[src/include/msv_pkg.sv]
/*
 * Shared constants and carrier types for the speed/voltage regulation
 * set-up block. Assumes a 25 MHz core clock and an 8-bit setpoint domain.
 */
`default_nettype none
package msv_pkg;
    // Regulation mode select codes
    localparam logic [1:0] MODE_SPEED = 2'h2;
    localparam logic [1:0] MODE_VOLTAGE = 2'h3;
    // Setpoint encoding
    localparam logic [7:0] SETPOINT_ZERO = 8'h00;
    localparam logic [7:0] SETPOINT_FULL = 8'hFF;
    localparam logic [7:0] SETPOINT_VM_MAX = 8'hE3;
    localparam int VOLT_FULL_MV = 42670;
    // Speed scale: multiplier is 16 shifted by the select code
    localparam int SPEED_SCALE_BASE_SHIFT = 4;
    // Conductance scale factors
    localparam logic [13:0] COND_SCALE_0 = 14'h0002;
    localparam logic [13:0] COND_SCALE_1 = 14'h0040;
    localparam logic [13:0] COND_SCALE_2 = 14'h0400;
    localparam logic [13:0] COND_SCALE_3 = 14'h2000;
    // Back-emf scale: 24 shifted by 8, 9, 12 or 13
    localparam logic [17:0] EMF_SCALE_BASE = 18'h00018;
    localparam int EMF_SHIFT_0 = 8;
    localparam int EMF_SHIFT_1 = 9;
    localparam int EMF_SHIFT_2 = 12;
    localparam int EMF_SHIFT_3 = 13;
    // Inrush time: base plus one step per setting count
    localparam int CLK_PERIOD_NS = 40;
    localparam int INRUSH_BASE_NS = 5000000;
    localparam int INRUSH_LSB_NS = 102400;
    localparam int INRUSH_BASE_CYC = INRUSH_BASE_NS / CLK_PERIOD_NS;
    localparam int INRUSH_LSB_CYC = INRUSH_LSB_NS / CLK_PERIOD_NS;
    localparam logic [15:0] INRUSH_RESET = 16'h25F5;
    // Loop update rate follows the 80 kHz sampling of the sense path
    localparam int LOOP_UPDATE_NS = 12500;
    localparam int LOOP_UPDATE_CYC = LOOP_UPDATE_NS / CLK_PERIOD_NS;
    localparam logic [7:0] DUTY_FULL = 8'hFF;

    typedef struct packed {
        logic [1:0] reg_mode;
        logic soft_ramp_en;
        logic manual_duty_select;
        logic [1:0] speed_scale_select;
        logic [1:0] conductance_scale_select;
        logic [1:0] emf_constant_scale_select;
        logic voltage_sense_filter_select;
        logic [1:0] output_filter_cutoff;
    } msv_cfg_t;

    typedef struct packed {
        logic out1_high;
        logic out1_low;
        logic out2_high;
        logic out2_low;
        logic hiz;
    } msv_bridge_t;

    typedef enum logic [1:0] {
        ST_IDLE = 2'b00,
        ST_RAMP_UP = 2'b01,
        ST_RUN = 2'b11,
        ST_RAMP_DOWN = 2'b10
    } msv_state_t;
endpackage : msv_pkg
`default_nettype wire

[src/hw/msv_regulation.sv]
/*
 * Speed/voltage regulation set-up with soft start/stop, inrush timing and
 * stall blanking. Settings arrive from the device register file on the core
 * clock; the two documented registers are held here with write strobes.
 * Sense inputs are digitised codes already on the core clock.
 */
// Overview of operation
// - Mode 10b selects speed regulation, 11b voltage regulation of the setpoint.
// - Setpoint is 8 bits; 00h zero speed, FFh top of selected speed scale.
// - Speed mode drives measured ripple speed (max 255) toward the setpoint.
// - Voltage mode: 0 means 0 V, 255 about 42.67 V.
// - Voltage setpoint 227 stands for 38 V.
// - Speed scale codes give multipliers 16, 32, 64, 128 on speed value.
// - Conductance scale codes give factors 2, 64, 1024, 8192.
// - Back-emf scale codes give 24 times 2 to the 8, 9, 12, 13.
// - Sense select 0 uses filtered output voltage, 1 uses duty times supply.
// - Soft ramp enable acts only in mode 10b or 11b.
// - Soft start ramps toward target over inrush time with loop-made duty.
// - Direction change while running soft-stops, then soft-starts the other way.
// - Both host bridge bits at 0 soft-stop, then outputs go high impedance.
// - Setpoint written to 00h soft-stops down to zero.
// - Inrush time also blanks stall detection after startup.
// - Without soft ramp, inrush spans 5 ms at 0000h to 6.7 s; reset 1 s.
// - With soft ramp, ramp time is inrush setting times setpoint.
// - In regulation the duty is generated internally; manual duty select stays 0.
// - Duty rises below target, falls above, and is 100% if target exceeds supply in mode 11b.
`timescale 1ns/1ps
`default_nettype none
module msv_regulation #(
    parameter int INRUSH_BASE_CYCLES = msv_pkg::INRUSH_BASE_CYC,
    parameter int INRUSH_LSB_CYCLES = msv_pkg::INRUSH_LSB_CYC
) (
    // Clock and reset
    input wire logic sys_clk,
    input wire logic rstn,
    // Register file side
    input wire msv_pkg::msv_cfg_t cfg,
    input wire logic setpoint_wr,
    input wire logic [7:0] setpoint_wdata,
    input wire logic inrush_wr,
    input wire logic [15:0] inrush_wdata,
    input wire logic host_bridge_input_one,
    input wire logic host_bridge_input_two,
    input wire logic [7:0] inverse_resistance,
    input wire logic [7:0] back_emf_constant,
    // Sense codes
    input wire logic [7:0] measured_speed,
    input wire logic [7:0] filtered_out_voltage,
    input wire logic [7:0] supply_voltage,
    // Register readback
    output logic [7:0] target_setpoint,
    output logic [15:0] inrush_time_setting,
    output logic [7:0] duty_read,
    output logic [14:0] speed_rad_s,
    output logic [21:0] conductance_product,
    output logic [25:0] emf_product,
    output logic setpoint_above_vm_max,
    // Loop and bridge side
    output logic [7:0] ramp_target,
    output logic stall_blank,
    output logic regulating,
    output logic analog_sense_en,
    output logic [1:0] filter_cutoff_sel,
    output msv_pkg::msv_bridge_t bridge
);
    logic rst_meta;
    logic rst_sync;
    msv_pkg::msv_state_t state;
    msv_pkg::msv_state_t next_state;
    logic dir_rev;
    logic [31:0] step_cnt;
    logic [31:0] blank_cnt;
    logic [8:0] loop_div;
    logic [7:0] pwm_cnt;
    logic [7:0] next_ramp;

    always_ff @(posedge sys_clk or negedge rstn) begin
        if (!rstn) begin
            rst_meta <= 1'b0;
            rst_sync <= 1'b0;
        end else begin
            rst_meta <= 1'b1;
            rst_sync <= rst_meta;
        end
    end

    // Mode decode and command decode
    wire reg_speed = (cfg.reg_mode == msv_pkg::MODE_SPEED);
    wire reg_voltage = (cfg.reg_mode == msv_pkg::MODE_VOLTAGE);
    wire reg_active = (reg_speed || reg_voltage) && !cfg.manual_duty_select;
    wire soft_active = reg_active && cfg.soft_ramp_en;
    wire drive_cmd = host_bridge_input_one ^ host_bridge_input_two;
    wire cmd_rev = host_bridge_input_two;
    wire brake_cmd = host_bridge_input_one && host_bridge_input_two;
    wire stop_cmd = !drive_cmd || (target_setpoint == msv_pkg::SETPOINT_ZERO);
    wire dir_change = drive_cmd && (cmd_rev != dir_rev);
    wire start_go = reg_active && !stop_cmd;
    wire [31:0] inrush_cycles = 32'(INRUSH_BASE_CYCLES)
        + 32'(inrush_time_setting) * 32'(INRUSH_LSB_CYCLES);
    // One ramp step per inrush interval gives setting times setpoint overall
    wire step_tick = (step_cnt >= inrush_cycles - 32'h1);
    wire loop_tick = (loop_div == 9'(msv_pkg::LOOP_UPDATE_CYC - 1));
    wire [15:0] duty_vm = 16'(duty_read) * 16'(supply_voltage);
    wire [7:0] feedback = reg_speed ? measured_speed
        : (cfg.voltage_sense_filter_select ? duty_vm[15:8] : filtered_out_voltage);
    wire over_supply = reg_voltage && (ramp_target > supply_voltage);
    wire running = (state != msv_pkg::ST_IDLE);

    // Documented registers
    always_ff @(posedge sys_clk or negedge rst_sync) begin
        if (!rst_sync) begin
            target_setpoint <= msv_pkg::SETPOINT_ZERO;
            inrush_time_setting <= msv_pkg::INRUSH_RESET;
        end else begin
            if (setpoint_wr)
                target_setpoint <= setpoint_wdata;
            if (inrush_wr)
                inrush_time_setting <= inrush_wdata;
        end
    end

    always_comb begin
        next_state = state;
        next_ramp = ramp_target;
        unique case (state)
            msv_pkg::ST_IDLE: begin
                next_ramp = msv_pkg::SETPOINT_ZERO;
                if (start_go) begin
                    next_state = soft_active ? msv_pkg::ST_RAMP_UP : msv_pkg::ST_RUN;
                    next_ramp = soft_active ? msv_pkg::SETPOINT_ZERO : target_setpoint;
                end
            end
            msv_pkg::ST_RAMP_UP: begin
                if (!reg_active) begin
                    next_state = msv_pkg::ST_IDLE;
                end else if (stop_cmd || dir_change) begin
                    next_state = msv_pkg::ST_RAMP_DOWN;
                end else if (ramp_target >= target_setpoint) begin
                    next_state = msv_pkg::ST_RUN;
                    next_ramp = target_setpoint;
                end else if (step_tick) begin
                    next_ramp = ramp_target + 8'h01;
                end
            end
            msv_pkg::ST_RUN: begin
                if (!reg_active || ((stop_cmd || dir_change) && !soft_active))
                    next_state = msv_pkg::ST_IDLE;
                else if (stop_cmd || dir_change)
                    next_state = msv_pkg::ST_RAMP_DOWN;
                else
                    next_ramp = target_setpoint;
            end
            msv_pkg::ST_RAMP_DOWN: begin
                if (!reg_active || ramp_target == msv_pkg::SETPOINT_ZERO)
                    next_state = msv_pkg::ST_IDLE;
                else if (step_tick)
                    next_ramp = ramp_target - 8'h01;
            end
        endcase
    end

    always_ff @(posedge sys_clk or negedge rst_sync) begin
        if (!rst_sync) begin
            state <= msv_pkg::ST_IDLE;
            ramp_target <= msv_pkg::SETPOINT_ZERO;
            dir_rev <= 1'b0;
        end else begin
            state <= next_state;
            ramp_target <= next_ramp;
            if (state == msv_pkg::ST_IDLE && start_go)
                dir_rev <= cmd_rev;
        end
    end

    // Ramp step timer restarts on every step and outside the ramp states
    always_ff @(posedge sys_clk or negedge rst_sync) begin
        if (!rst_sync)
            step_cnt <= 32'h0;
        else if (state == msv_pkg::ST_IDLE || state == msv_pkg::ST_RUN || step_tick)
            step_cnt <= 32'h0;
        else
            step_cnt <= step_cnt + 32'h1;
    end

    // Stall blank: inrush interval from start, held for the whole soft start
    always_ff @(posedge sys_clk or negedge rst_sync) begin
        if (!rst_sync) begin
            blank_cnt <= 32'h0;
            stall_blank <= 1'b0;
        end else if (state == msv_pkg::ST_IDLE && start_go) begin
            blank_cnt <= inrush_cycles;
            stall_blank <= 1'b1;
        end else begin
            if (blank_cnt != 32'h0)
                blank_cnt <= blank_cnt - 32'h1;
            stall_blank <= (blank_cnt > 32'h1) || (next_state == msv_pkg::ST_RAMP_UP);
        end
    end

    // Loop update enable and duty integrator
    always_ff @(posedge sys_clk or negedge rst_sync) begin
        if (!rst_sync) begin
            loop_div <= 9'h000;
            duty_read <= 8'h00;
        end else begin
            loop_div <= loop_tick ? 9'h000 : loop_div + 9'h001;
            if (!running)
                duty_read <= 8'h00;
            else if (over_supply)
                duty_read <= msv_pkg::DUTY_FULL;
            else if (loop_tick && feedback < ramp_target && duty_read != msv_pkg::DUTY_FULL)
                duty_read <= duty_read + 8'h01;
            else if (loop_tick && feedback > ramp_target && duty_read != 8'h00)
                duty_read <= duty_read - 8'h01;
        end
    end

    // Bridge drive: on time drives per direction, off time recirculates low
    wire pwm_on = (duty_read == msv_pkg::DUTY_FULL) || (pwm_cnt < duty_read);
    always_ff @(posedge sys_clk or negedge rst_sync) begin
        if (!rst_sync) begin
            pwm_cnt <= 8'h00;
            bridge <= '{out1_high: 1'b0, out1_low: 1'b0, out2_high: 1'b0, out2_low: 1'b0, hiz: 1'b1};
        end else begin
            pwm_cnt <= pwm_cnt + 8'h01;
            if (running) begin
                bridge.out1_high <= pwm_on && !dir_rev;
                bridge.out2_high <= pwm_on && dir_rev;
                bridge.out1_low <= !pwm_on || dir_rev;
                bridge.out2_low <= !pwm_on || !dir_rev;
                bridge.hiz <= 1'b0;
            end else begin
                bridge.out1_high <= 1'b0;
                bridge.out2_high <= 1'b0;
                bridge.out1_low <= brake_cmd && reg_active;
                bridge.out2_low <= brake_cmd && reg_active;
                bridge.hiz <= !(brake_cmd && reg_active);
            end
        end
    end

    // Scaled parameters for the estimator and loop
    logic [13:0] cond_scale;
    logic [4:0] emf_shift;
    always_comb begin
        unique case (cfg.conductance_scale_select)
            2'h0: cond_scale = msv_pkg::COND_SCALE_0;
            2'h1: cond_scale = msv_pkg::COND_SCALE_1;
            2'h2: cond_scale = msv_pkg::COND_SCALE_2;
            2'h3: cond_scale = msv_pkg::COND_SCALE_3;
        endcase
        unique case (cfg.emf_constant_scale_select)
            2'h0: emf_shift = 5'(msv_pkg::EMF_SHIFT_0);
            2'h1: emf_shift = 5'(msv_pkg::EMF_SHIFT_1);
            2'h2: emf_shift = 5'(msv_pkg::EMF_SHIFT_2);
            2'h3: emf_shift = 5'(msv_pkg::EMF_SHIFT_3);
        endcase
    end
    wire [14:0] speed_scaled = 15'(measured_speed) << (msv_pkg::SPEED_SCALE_BASE_SHIFT + cfg.speed_scale_select);
    wire [17:0] emf_scale = msv_pkg::EMF_SCALE_BASE << emf_shift;

    always_ff @(posedge sys_clk or negedge rst_sync) begin
        if (!rst_sync) begin
            speed_rad_s <= 15'h0000;
            conductance_product <= 22'h000000;
            emf_product <= 26'h0000000;
            setpoint_above_vm_max <= 1'b0;
            regulating <= 1'b0;
            analog_sense_en <= 1'b0;
            filter_cutoff_sel <= 2'h0;
        end else begin
            speed_rad_s <= speed_scaled;
            conductance_product <= 22'(inverse_resistance) * 22'(cond_scale);
            emf_product <= 26'(back_emf_constant) * 26'(emf_scale);
            // Codes above 227 ask for more than the supply can reach
            setpoint_above_vm_max <= reg_voltage && (target_setpoint > msv_pkg::SETPOINT_VM_MAX);
            regulating <= reg_active;
            analog_sense_en <= reg_voltage && !cfg.voltage_sense_filter_select;
            filter_cutoff_sel <= cfg.output_filter_cutoff;
        end
    end
endmodule : msv_regulation
`default_nettype wire

[config.mk]
export PLATFORM = sky130hd
export DESIGN_NAME = msv_regulation
export DESIGN_NICKNAME = d
export VERILOG_FILES = /design/src/include/msv_pkg.sv /design/src/hw/msv_regulation.sv
export SDC_FILE = /design/constraint.sdc
export NUM_CORES = 1
export LEC_CHECK = 0
export ABC_AREA = 1
export BUFFER_PORTS_ARGS = -buffer_cell sky130_fd_sc_hd__buf_2
export CAP_MARGIN = 40
export CELL_PAD_IN_SITES_DETAIL_PLACEMENT = 1
export CELL_PAD_IN_SITES_GLOBAL_PLACEMENT = 2
export CORE_ASPECT_RATIO = 0.8
export CORE_UTILIZATION = 30
export CTS_BUF_LIST = sky130_fd_sc_hd__clkbuf_16
export DETAILED_ROUTE_END_ITERATION = 10
export MAX_ROUTING_LAYER = met4
export PLACE_DENSITY = 0.8
export SETUP_SLACK_MARGIN = 0.02
export SYNTH_ARGS = -nofsm -noshare
export SYNTH_HDL_FRONTEND = slang
export SYNTH_SLANG_ARGS = --single-unit
[constraint.sdc]
create_clock -name sys_clk -period 5 [get_ports sys_clk]
set_input_delay 1 -clock sys_clk [delete_from_list [all_inputs] [get_ports sys_clk]]
set_output_delay 1 -clock sys_clk [all_outputs]
set_load 0.005 [all_outputs]
# Word level (Yosys, flattened, before mapping)
# Index checks and enable logic that the tools add are counted.
[word_totals]
ff_bits = 200
in_bits = 83
out_inout_bits = 114
elab_cells = 156
[classes]
add_sub_neg = 11
n_mul = 4
magnitude_cmp = 8
eq_ne = 24
n_shift = 2
mux = 34
n_bitwise = 1
reduce_logical = 47
[op_table]
columns = ["op", "count"]
rows = [
  ["8-bit two-way mux", 16],
  ["32-bit two-way mux", 3],
  ["14-bit case mux with 4 select lines", 1],
  ["32-bit by 1-bit adder with 32-bit output, second input constant", 1],
  ["32-bit >= comparator", 1],
  ["32-bit by 1-bit > comparator with 1-bit output, second input constant", 1],
  ["8-bit case mux with 4 select lines", 1],
  ["32-bit nonzero test", 1],
  ["32-bit by 1-bit subtractor with 32-bit output, second input constant", 1],
  ["29-bit by 1-bit subtractor with 30-bit output, second input constant", 1],
  ["17-bit by 28-bit adder with 29-bit output, first input constant", 1],
  ["8-bit by 18-bit multiplier with 26-bit output", 1],
  ["8-bit by 1-bit adder with 8-bit output, second input constant", 3],
  ["8-bit by 14-bit multiplier with 22-bit output", 1],
  ["5-bit case mux with 4 select lines", 1],
  ["16-bit by 3-bit multiplier with 19-bit output, second input constant", 1],
  ["5-bit by 5-bit << shifter with 18-bit output, first input constant", 1],
  ["1-bit logical AND", 17],
  ["2-bit == test, second input constant", 8],
  ["8-bit > comparator", 2],
  ["8-bit logical NOT", 2],
  ["8-bit less-than comparator", 2],
  ["8-bit by 8-bit multiplier with 16-bit output", 1],
  ["2-bit two-way mux", 8],
  ["other kinds (25)", 55],
]

# Depth between registers and ports, before layout
# Gate-level depths: netlist (run 1).
[logic_depth]
ltp_word = 12
mapped_depth = 35
depth_no_buf = 34

# Worst setup path before layout (run 1)
# Ideal clock, no wire load.
[synth_path]
path_type = "in2reg"
start = "input supply_voltage[7]"
end = "register duty_read[5]"
setup_ns = 0.116
t_arrival_ns = 6.752
required_ns = 4.884
slack_ns = -1.868
stages = 32
n_path_buf = 1
path_cell_list = "clkbuf_1 > nand2_1 > fa_1 > fa_1 > inv_1 > fa_1 > inv_1 > fa_1 > inv_1 > ha_1 > a21oi_1 > o21a_1 > nand2_1 > nand3_1 > nand2_1 > or2_2 > nand3_1 > a21oi_1 > ha_1 > nand2_1 > o21ai_0 > a21boi_1 > nand2_4 > ha_1 > a21oi_1 > nand2_1 > a21o_1 > a21oi_1 > xor2_1 > nand2_1 > nand2_1 > nand2_1"
[synth_between]
elab_chain_cells = 9
elab_cells_between_ends = 15
cone_classes = "mul: 1; order compare: 3; eq/ne: 1; mux: 5; reduce/logical: 5"
[synth_rtl]
columns = ["element", "line_no", "text"]
rows = [
  ["from (decl)", "msv_regulation.sv:49", "input wire logic [7:0] supply_voltage,"],
  ["8-bit by 8-bit multiplier with 16-bit output", "msv_regulation.sv:103", "wire [15:0] duty_vm = 16'(duty_read) * 16'(supply_voltage);"],
  ["8-bit two-way mux", "msv_regulation.sv:105", ": (cfg.voltage_sense_filter_select ? duty_vm[15:8] : filtered_out_voltage);"],
  ["8-bit two-way mux", "msv_regulation.sv:104", "wire [7:0] feedback = reg_speed ? measured_speed"],
  ["8-bit less-than comparator", "msv_regulation.sv:211", "else if (loop_tick && feedback < ramp_target && duty_read != msv_pkg::DUTY_FULL)"],
  ["1-bit logical AND (2 in series)", "msv_regulation.sv:211", ""],
  ["8-bit two-way mux", "msv_regulation.sv:211", ""],
  ["8-bit two-way mux", "msv_regulation.sv:209", "else if (over_supply)"],
  ["8-bit two-way mux", "msv_regulation.sv:207", "if (!running)"],
  ["to (signal assigned)", "msv_regulation.sv:210", "duty_read <= msv_pkg::DUTY_FULL;"],
  ["to (signal assigned)", "msv_regulation.sv:212", "duty_read <= duty_read + 8'h01;"],
  ["to (signal assigned)", "msv_regulation.sv:214", "duty_read <= duty_read - 8'h01;"],
  ["to (decl)", "msv_regulation.sv:53", "output logic [7:0] duty_read,"],
]
# Parallel ways exist; a longest one is shown, timed or not.
# A chain may end at the register's enable or synchronous reset.

# Worst setup path in the final report (run 1)
[layout_path]
start = "input supply_voltage[5]"
end = "register duty_read[5]"
# Same word-level chain as after synthesis.

==> results of run 1 <==
## final cells by class
type,instances,share of cell area (%)
inverter,423,7.72
tap,750,4.56
timing repair buffer,277,8.49
multi-input combinational,1632,53.8
sequential,184,22.5
clock inverter,15,0.851
antenna,1,0.0122
clock buffer,17,2.07
## registers in the layout, indices dropped and copies added (netlist names), 2 cells and up
signal,cells
bridge,5
duty_read,8
emf_product,15
filter_cutoff_sel,2
state,2
blank_cnt,32
conductance_product,21
ramp_target,8
speed_rad_s,11
target_setpoint,8
inrush_time_setting,16
pwm_cnt,8
loop_div,9
step_cnt,32
## what timing repair did
action / CTS / global route
buffers inserted: 7 / 2
pin swaps: 43 / 17
gates resized for setup: 69 / 26
endpoints found under the setup margin: 8 / 43
hold buffers: 0 / 0
## worst max-delay path by stage
stage	slack (ps)	end	startpoint	depth (start not counted)
floorplan	-1280	duty_read[5]	supply_voltage[5]	32
global placement	-1820	duty_read[5]	supply_voltage[5]	30
detailed placement	-1900	duty_read[6]	supply_voltage[5]	30
CTS	-1100	duty_read[5]	supply_voltage[2]	32
global route	-1510	duty_read[5]	supply_voltage[2]	32
finish	-1220	duty_read[5]	supply_voltage[5]	32
## cells in the final DEF (no fill, tap or decap), types with 20 or more instances in the layout
| master | n |
|---|---|
| a21oi_1 | 93 |
| buf_2 | 174 |
| buf_4 | 91 |
| conb_1 | 20 |
| dfrtp_1 | 168 |
| fa_1 | 58 |
| ha_1 | 193 |
| inv_1 | 413 |
| nand2_1 | 467 |
| nand2_2 | 23 |
| nand3_1 | 111 |
| nand4_1 | 31 |
| nor2_1 | 227 |
| nor2_2 | 22 |
| nor3_1 | 29 |
| o21ai_0 | 93 |
| xor2_1 | 60 |
## cell families (layout without fill, tap and decap cells)
kind of cell	Yosys count	count (layout)
AO/OA/AOI/OAI	263	263
buffers and inverters	478	732
adder cells (fa/ha/maj)	272	272
other	2	21
AND/OR/NAND/NOR	983	983
XOR/XNOR	77	77
multiplexers	17	17
flip-flops	184	184
## Yosys cell counts (13+ instances only)
cell,instances,area [um2]
nand2_1,482,1810
fa_1,62,1240
nor2_2,18,113
dfrtp_1,174,4350
nor2_1,231,867
clkbuf_1,21,78.8
o21ai_0,102,510
xor2_1,61,534
ha_1,210,2630
nand2_2,16,100
nand3_1,115,576
nor3_1,29,145
buf_4,21,158
mux2_2,13,146
inv_1,417,1570
nand4_1,31,194
xnor2_1,16,140
a21oi_1,107,536
## routing by layer
| metal | GRT usage, % | vias to the layer above | wire length (um) |
|---|---|---|---|
| met4 | 4.95 | 0 | 769 |
| met1 | 28.5 | 7524 | 28000 |
| met2 | 30.0 | 197 | 23700 |
| met5 | - | - | 0 |
| met3 | 3.13 | 40 | 1720 |
| li1 | - | 7703 | - |
## stage by stage
stage,hold slack [ps],util (%)
after floorplan,331,-
after global placement,339,35.0
after detailed placement,247,35.0
after CTS,236,36.8
after global routing,255,37.0
final,243,37.0
## power breakdown
part           internal [uW]  total (uW)  switching (uW)  leakage, uW
clock network            790        1480             686     0.000308
logic                   2460        5990            3540      0.00863
registers               1780        2090             314      0.00232
total                   5030        9560            4540       0.0113
==> results.md, run 1 <==
* CP Class: input pin to register
* Yosys warns at 0
* Core area at approximately 0.056 mm2
* CTS root buf: clkbuf_16
* Port-buffer cells at 180
* Dpl ws at -1900 ps
* Hold Fails Final Rpt at 0
* Worst R2R Start: duty_read[4]
* Final setup viols at 8
* DRC violations left at 0
* Vias in the first global route at 16,701
* Total placed cells including tap cells at 3,257
* Max Cap Viol at 0
* Die area at 0.0577 mm2
* Sequential cell area at 0.00463 mm2
* Worst reg2reg path depth at 32
* Outcome: complete, but fails checks
* Fin area at about 0.021 mm2
* Worst R2R End: duty_read[5]
* Final worst slack at -1220 ps
* Die Wd at 268 um
* Worst-path fanout max at 8
* Clock transition at the registers of the reported paths at 70 ps
* Area post-placement at 0.0195 mm2
* CTS max path bufs at 2
* EDFF count, synth at 0
* Main combinational cell family by area after synthesis: simple AND/OR/NAND/NOR gates
* Total grt overflow at 0
* Worst Path Buf+Inv at 6
* Worst setup SP type: input pin
* CP top delay family: adder cells
* Ports at 197
* Power Density at between 400 and 500 mW/mm2
* CP Capture Type: register
* Synth Area in Simple Gates at 25.5%
* R2R setup slack at -1170 ps
* Row count at 77
* Design Power at ~9600 uW
* Crit share post-route at 124%
* DRT Pass-1 Iters at 5
* Avg Synthesized Cell Area at 7.47 um2
* Clock Skew at 15.7 ps
* Multi-input logic area at about 0.011 mm2
* RSZ-0062 raised after global routing: true
* F_max at 161 MHz
* CTS tree: built
* Pin count of the biggest net entering global routing at around 120
* Synth Area in Adders at 22.7%
* Setup TNS at -8570 ps
* Post-Synthesis Cells at 2,276
* Worst EP required at 5380 ps
* Global-route wire length before repair at 89,600 um
* Yosys cell types at 57
* Seq/Total Area, Yosys at around 27%
* Skew-Pair Late Insertion Delay at 500 ps
* Slew @ Worst Pin at between 900 and 1000 ps
* Violated checks: setup timing
* Starting Density at 30.6%
* Async set-reset flop share out of synthesis at between 90% and 100%
* Slowest stage cell, crit path: fa_1
* Routed Antenna Nets at 0
* Fin crit period at 6220 ps
* DR vias at ~15,000
* Initial antenna violation count at 1
* Fill cells at 6,883
* Synthesized area at 0.0170 mm2
* Hold WC Path Type: register to asynchronous set/reset pin
* CTS Buf Count at 17
* Slew Limit Fails at 0
* VDD IR max at 0.388 mV
* H-tree depth reported by CTS at 4
* Final wirelength at 54,200 um
* GP Congestion at 0.893
* Die height at 215 um
* Avg WL per Cell at ~16 um
* Crit path arrival time at 6600 ps
* Main synth FF type: dfrtp_1
* Post-synthesis xor/xnor area fraction at ~4%
* Synth Area in Compound Gates at 8.41%
* Vias/cell at about 4.7
* Synth Register Bits at 184
* Starting DRT DRC Count at 580
* Share of layout cells above drive strength 1 at 19.3%
* Mux cell area share after synthesis at 1.10%
* CTS sink cnt at about 180
* CP peak stage delay at 490 ps
* Detailed placement HPWL at 44,200 um
* Final non-filler cell total at ~3,300
* Leakage at between 0.01 and 0.015 uW
* Max_slew headroom at 38.4%
* Total Routing Usage GR at 20.2%
* Final net count at 2,890
* Synth-to-Final Area Change at 21.0%
Power figures use the tool's default switching activity.
==> run 2: changes to the inputs <==
--- a/config.mk
+++ b/config.mk
@@ -7,7 +7,7 @@
 export LEC_CHECK = 0
 export ABC_AREA = 1
 export BUFFER_PORTS_ARGS = -buffer_cell sky130_fd_sc_hd__buf_2
-export CAP_MARGIN = 40
+export CAP_MARGIN = 20
 export CELL_PAD_IN_SITES_DETAIL_PLACEMENT = 1
 export CELL_PAD_IN_SITES_GLOBAL_PLACEMENT = 2
 export CORE_ASPECT_RATIO = 0.8
==> constraint.sdc (replaced) <==
create_clock -name sys_clk -period 5 [get_ports sys_clk]
set_input_delay 0.25 -clock sys_clk [delete_from_list [all_inputs] [get_ports sys_clk]]
set_output_delay 0.25 -clock sys_clk [all_outputs]
set_load 0.005 [all_outputs]
==> run 2 against run 1 <==
Net effect:
- the run still ends with setup timing left
- clock skew decreased by 6.1 ps
- non-clock buffer count increased by 20
- register-to-register slack improved by 170 ps
- cell area increased by 0.16%
- flip-flop and latch count unchanged
- global-route usage decreased by 0.30 points
- cell count increased by 0.64%
- routed wire length decreased by 0.75%
- critical path depth unchanged
- setup slack improved by 220 ps
- die area unchanged
- critical path type is now register to register
- critical endpoint is now duty_read[6]
==> results.md, run 2 (same netlist as run 1, synthesis figures left out) <==
* Outcome: complete, but fails checks
* Violated checks: setup timing
* Fin crit period at 6000 ps
* Crit share post-route at 120%
* CP dominant cell by count: nand2_1
* Row count at 77
* CP Class: register to register
* Slew Limit Fails at 0
* Fill cells at 6,885
* Dpl ws at -1270 ps
* Most frequent cells in the layout: nand2_1, inv_1, nor2_1
* Ports at a little under 200
* Most common cell after layout, fill and taps aside: nand2_1
* Clock transition at the registers of the reported paths at 80 ps
* Final wirelength at 53,800 um
* Final setup viols at 8
* CTS max path bufs at 2
* Max_slew headroom at 35.6%
* Avg WL per Cell at about 16 um
* Pin count of the biggest net entering global routing at 114
* Total grt overflow at 0
* DRT Pass-1 Iters at 5
* CP top delay family: adder cells
* Die Wd at 268 um
* Crit path arrival time at 6380 ps
* Worst-path fanout max at 9
* H-tree depth reported by CTS at 4
* Hold WC Path Type: input pin to register
* CTS Buf Count at 17
* GP Congestion at approximately 0.88
* VDD IR max at 0.277 mV
* CP Launch Point: duty_read[4]
* Die area at 0.0577 mm2
* Hold Fails Final Rpt at 0
* Worst EP required at around 5400 ps
* Detailed placement HPWL at 43,500 um
* Power Density at 459 mW/mm2
* CTS sink cnt at 184
* Slowest stage cell, crit path: fa_1
* Starting DRT DRC Count at between 600 and 700
* Synth-to-Final Area Change at 21.2%
* Multi-input logic area at 0.0109 mm2
* CP Capture Type: register
* Leakage at between 0.01 and 0.015 uW
* Top Registers: blank_cnt: 32 flops, step_cnt: 32 flops, conductance_product: 21 flops
* Clock Skew at between 9 and 10 ps
* Starting Density at a little under a third
* Skew-Pair Late Insertion Delay at 500 ps
* Worst Path Buf+Inv at 4
* DRC violations left at 0
* Slew @ Worst Pin at a little under 1000 ps
* Worst R2R Start: duty_read[4]
* Share of layout cells above drive strength 1 at 18.0%
* Port-buffer cells at 180
* Initial antenna violation count at 3
* Global-route wire length before repair at 88,100 um
* CTS root buf: clkbuf_16
* CTS tree: built
* CP peak stage delay at 530 ps
* Routed Antenna Nets at 0
* Vias/cell at 4.69
* Hold Startpoint: setpoint_wdata[3]
* Vias in the first global route at 16,616
* DR vias at 15,579
* RSZ-0062 raised after global routing: true
* F_max at 167 MHz
* Max Cap Viol at 0
* Setup TNS at -6880 ps
* Core area at 0.0556 mm2
* Final worst slack at -1000 ps
* Worst setup SP type: register
* Final net count at about 2,900
* Die height at 215 um
* Total Routing Usage GR at 19.9%
* Sequential cell area at 0.00462 mm2
run 2: routing by layer:
layer  vias to the layer above  part of all wire, %  global-route usage [%]
met5                         -                    0                       -
met4                         0                  1.3                    4.29
met3                        44                  3.7                    3.40
met2                       225                   44                    29.9
met1                      7576                   51                    27.9
li1                       7734                    -                       -
run 2: repair_timing:
action / 4_1_cts / 5_1_grt
pin swaps: 23 / 18
endpoints found under the hold margin: 28 / 0
gates resized for setup: 29 / 23
hold buffers: 27 / 0
setup endpoints to repair: 8 / 45
buffers inserted: 4 / 4
gates cloned: 1 / 0
run 2: power breakdown:
part | switching, uW | internal (uW)
Combinational | 3430 | 2470
Clock | 732 | 771
Sequential | 285 | 1780
Total | 4450 | 5020
run 2: worst register-to-register path, delay by kind of cell (launching register included):
kind	cells	cell delay [ps]
adders and majority gates	7	2800
AOI/OAI and AO/OA	10	1240
and+or+nand+nor	11	910
buffers and inverters	4	490
DFF	1	430
run 2: worst paths after layout:
kind	endpoint	cells past startpoint	slack, ps
setup / recovery	duty_read[6]	32	-1000
hold reg to reg	rst_sync	0	350
max in group asynchronous	blank_cnt[4]	1	3760
setup reg to reg	duty_read[6]	32	-1000
hold / removal	target_setpoint[3]	3	40
min in group asynchronous	rst_sync	2	80
run 2: cell type report:
type,count,area share [%]
antenna,1,0.0121
clock inverter,15,1.00
tap,750,4.55
timing repair buffer,297,9.29
multi-input combinational,1633,52.9
clock buffer,17,2.06
inverter,423,7.71
sequential,184,22.4
run 2: per-stage QoR:
step                      hold slack (ps)  util [%]  cells  area, um2  power, uW
after floorplan                     -45.6         -   2294      17300       5610
after global placement               44.3      34.9   3250      19400       7360
after detailed placement             47.1      34.9   3250      19400       7520
after CTS                            1.68      36.8   3314      20400       9350
after global routing                 35.5      37.1   3320      20600      10400
final                                43.7      37.1   3320      20600       9470
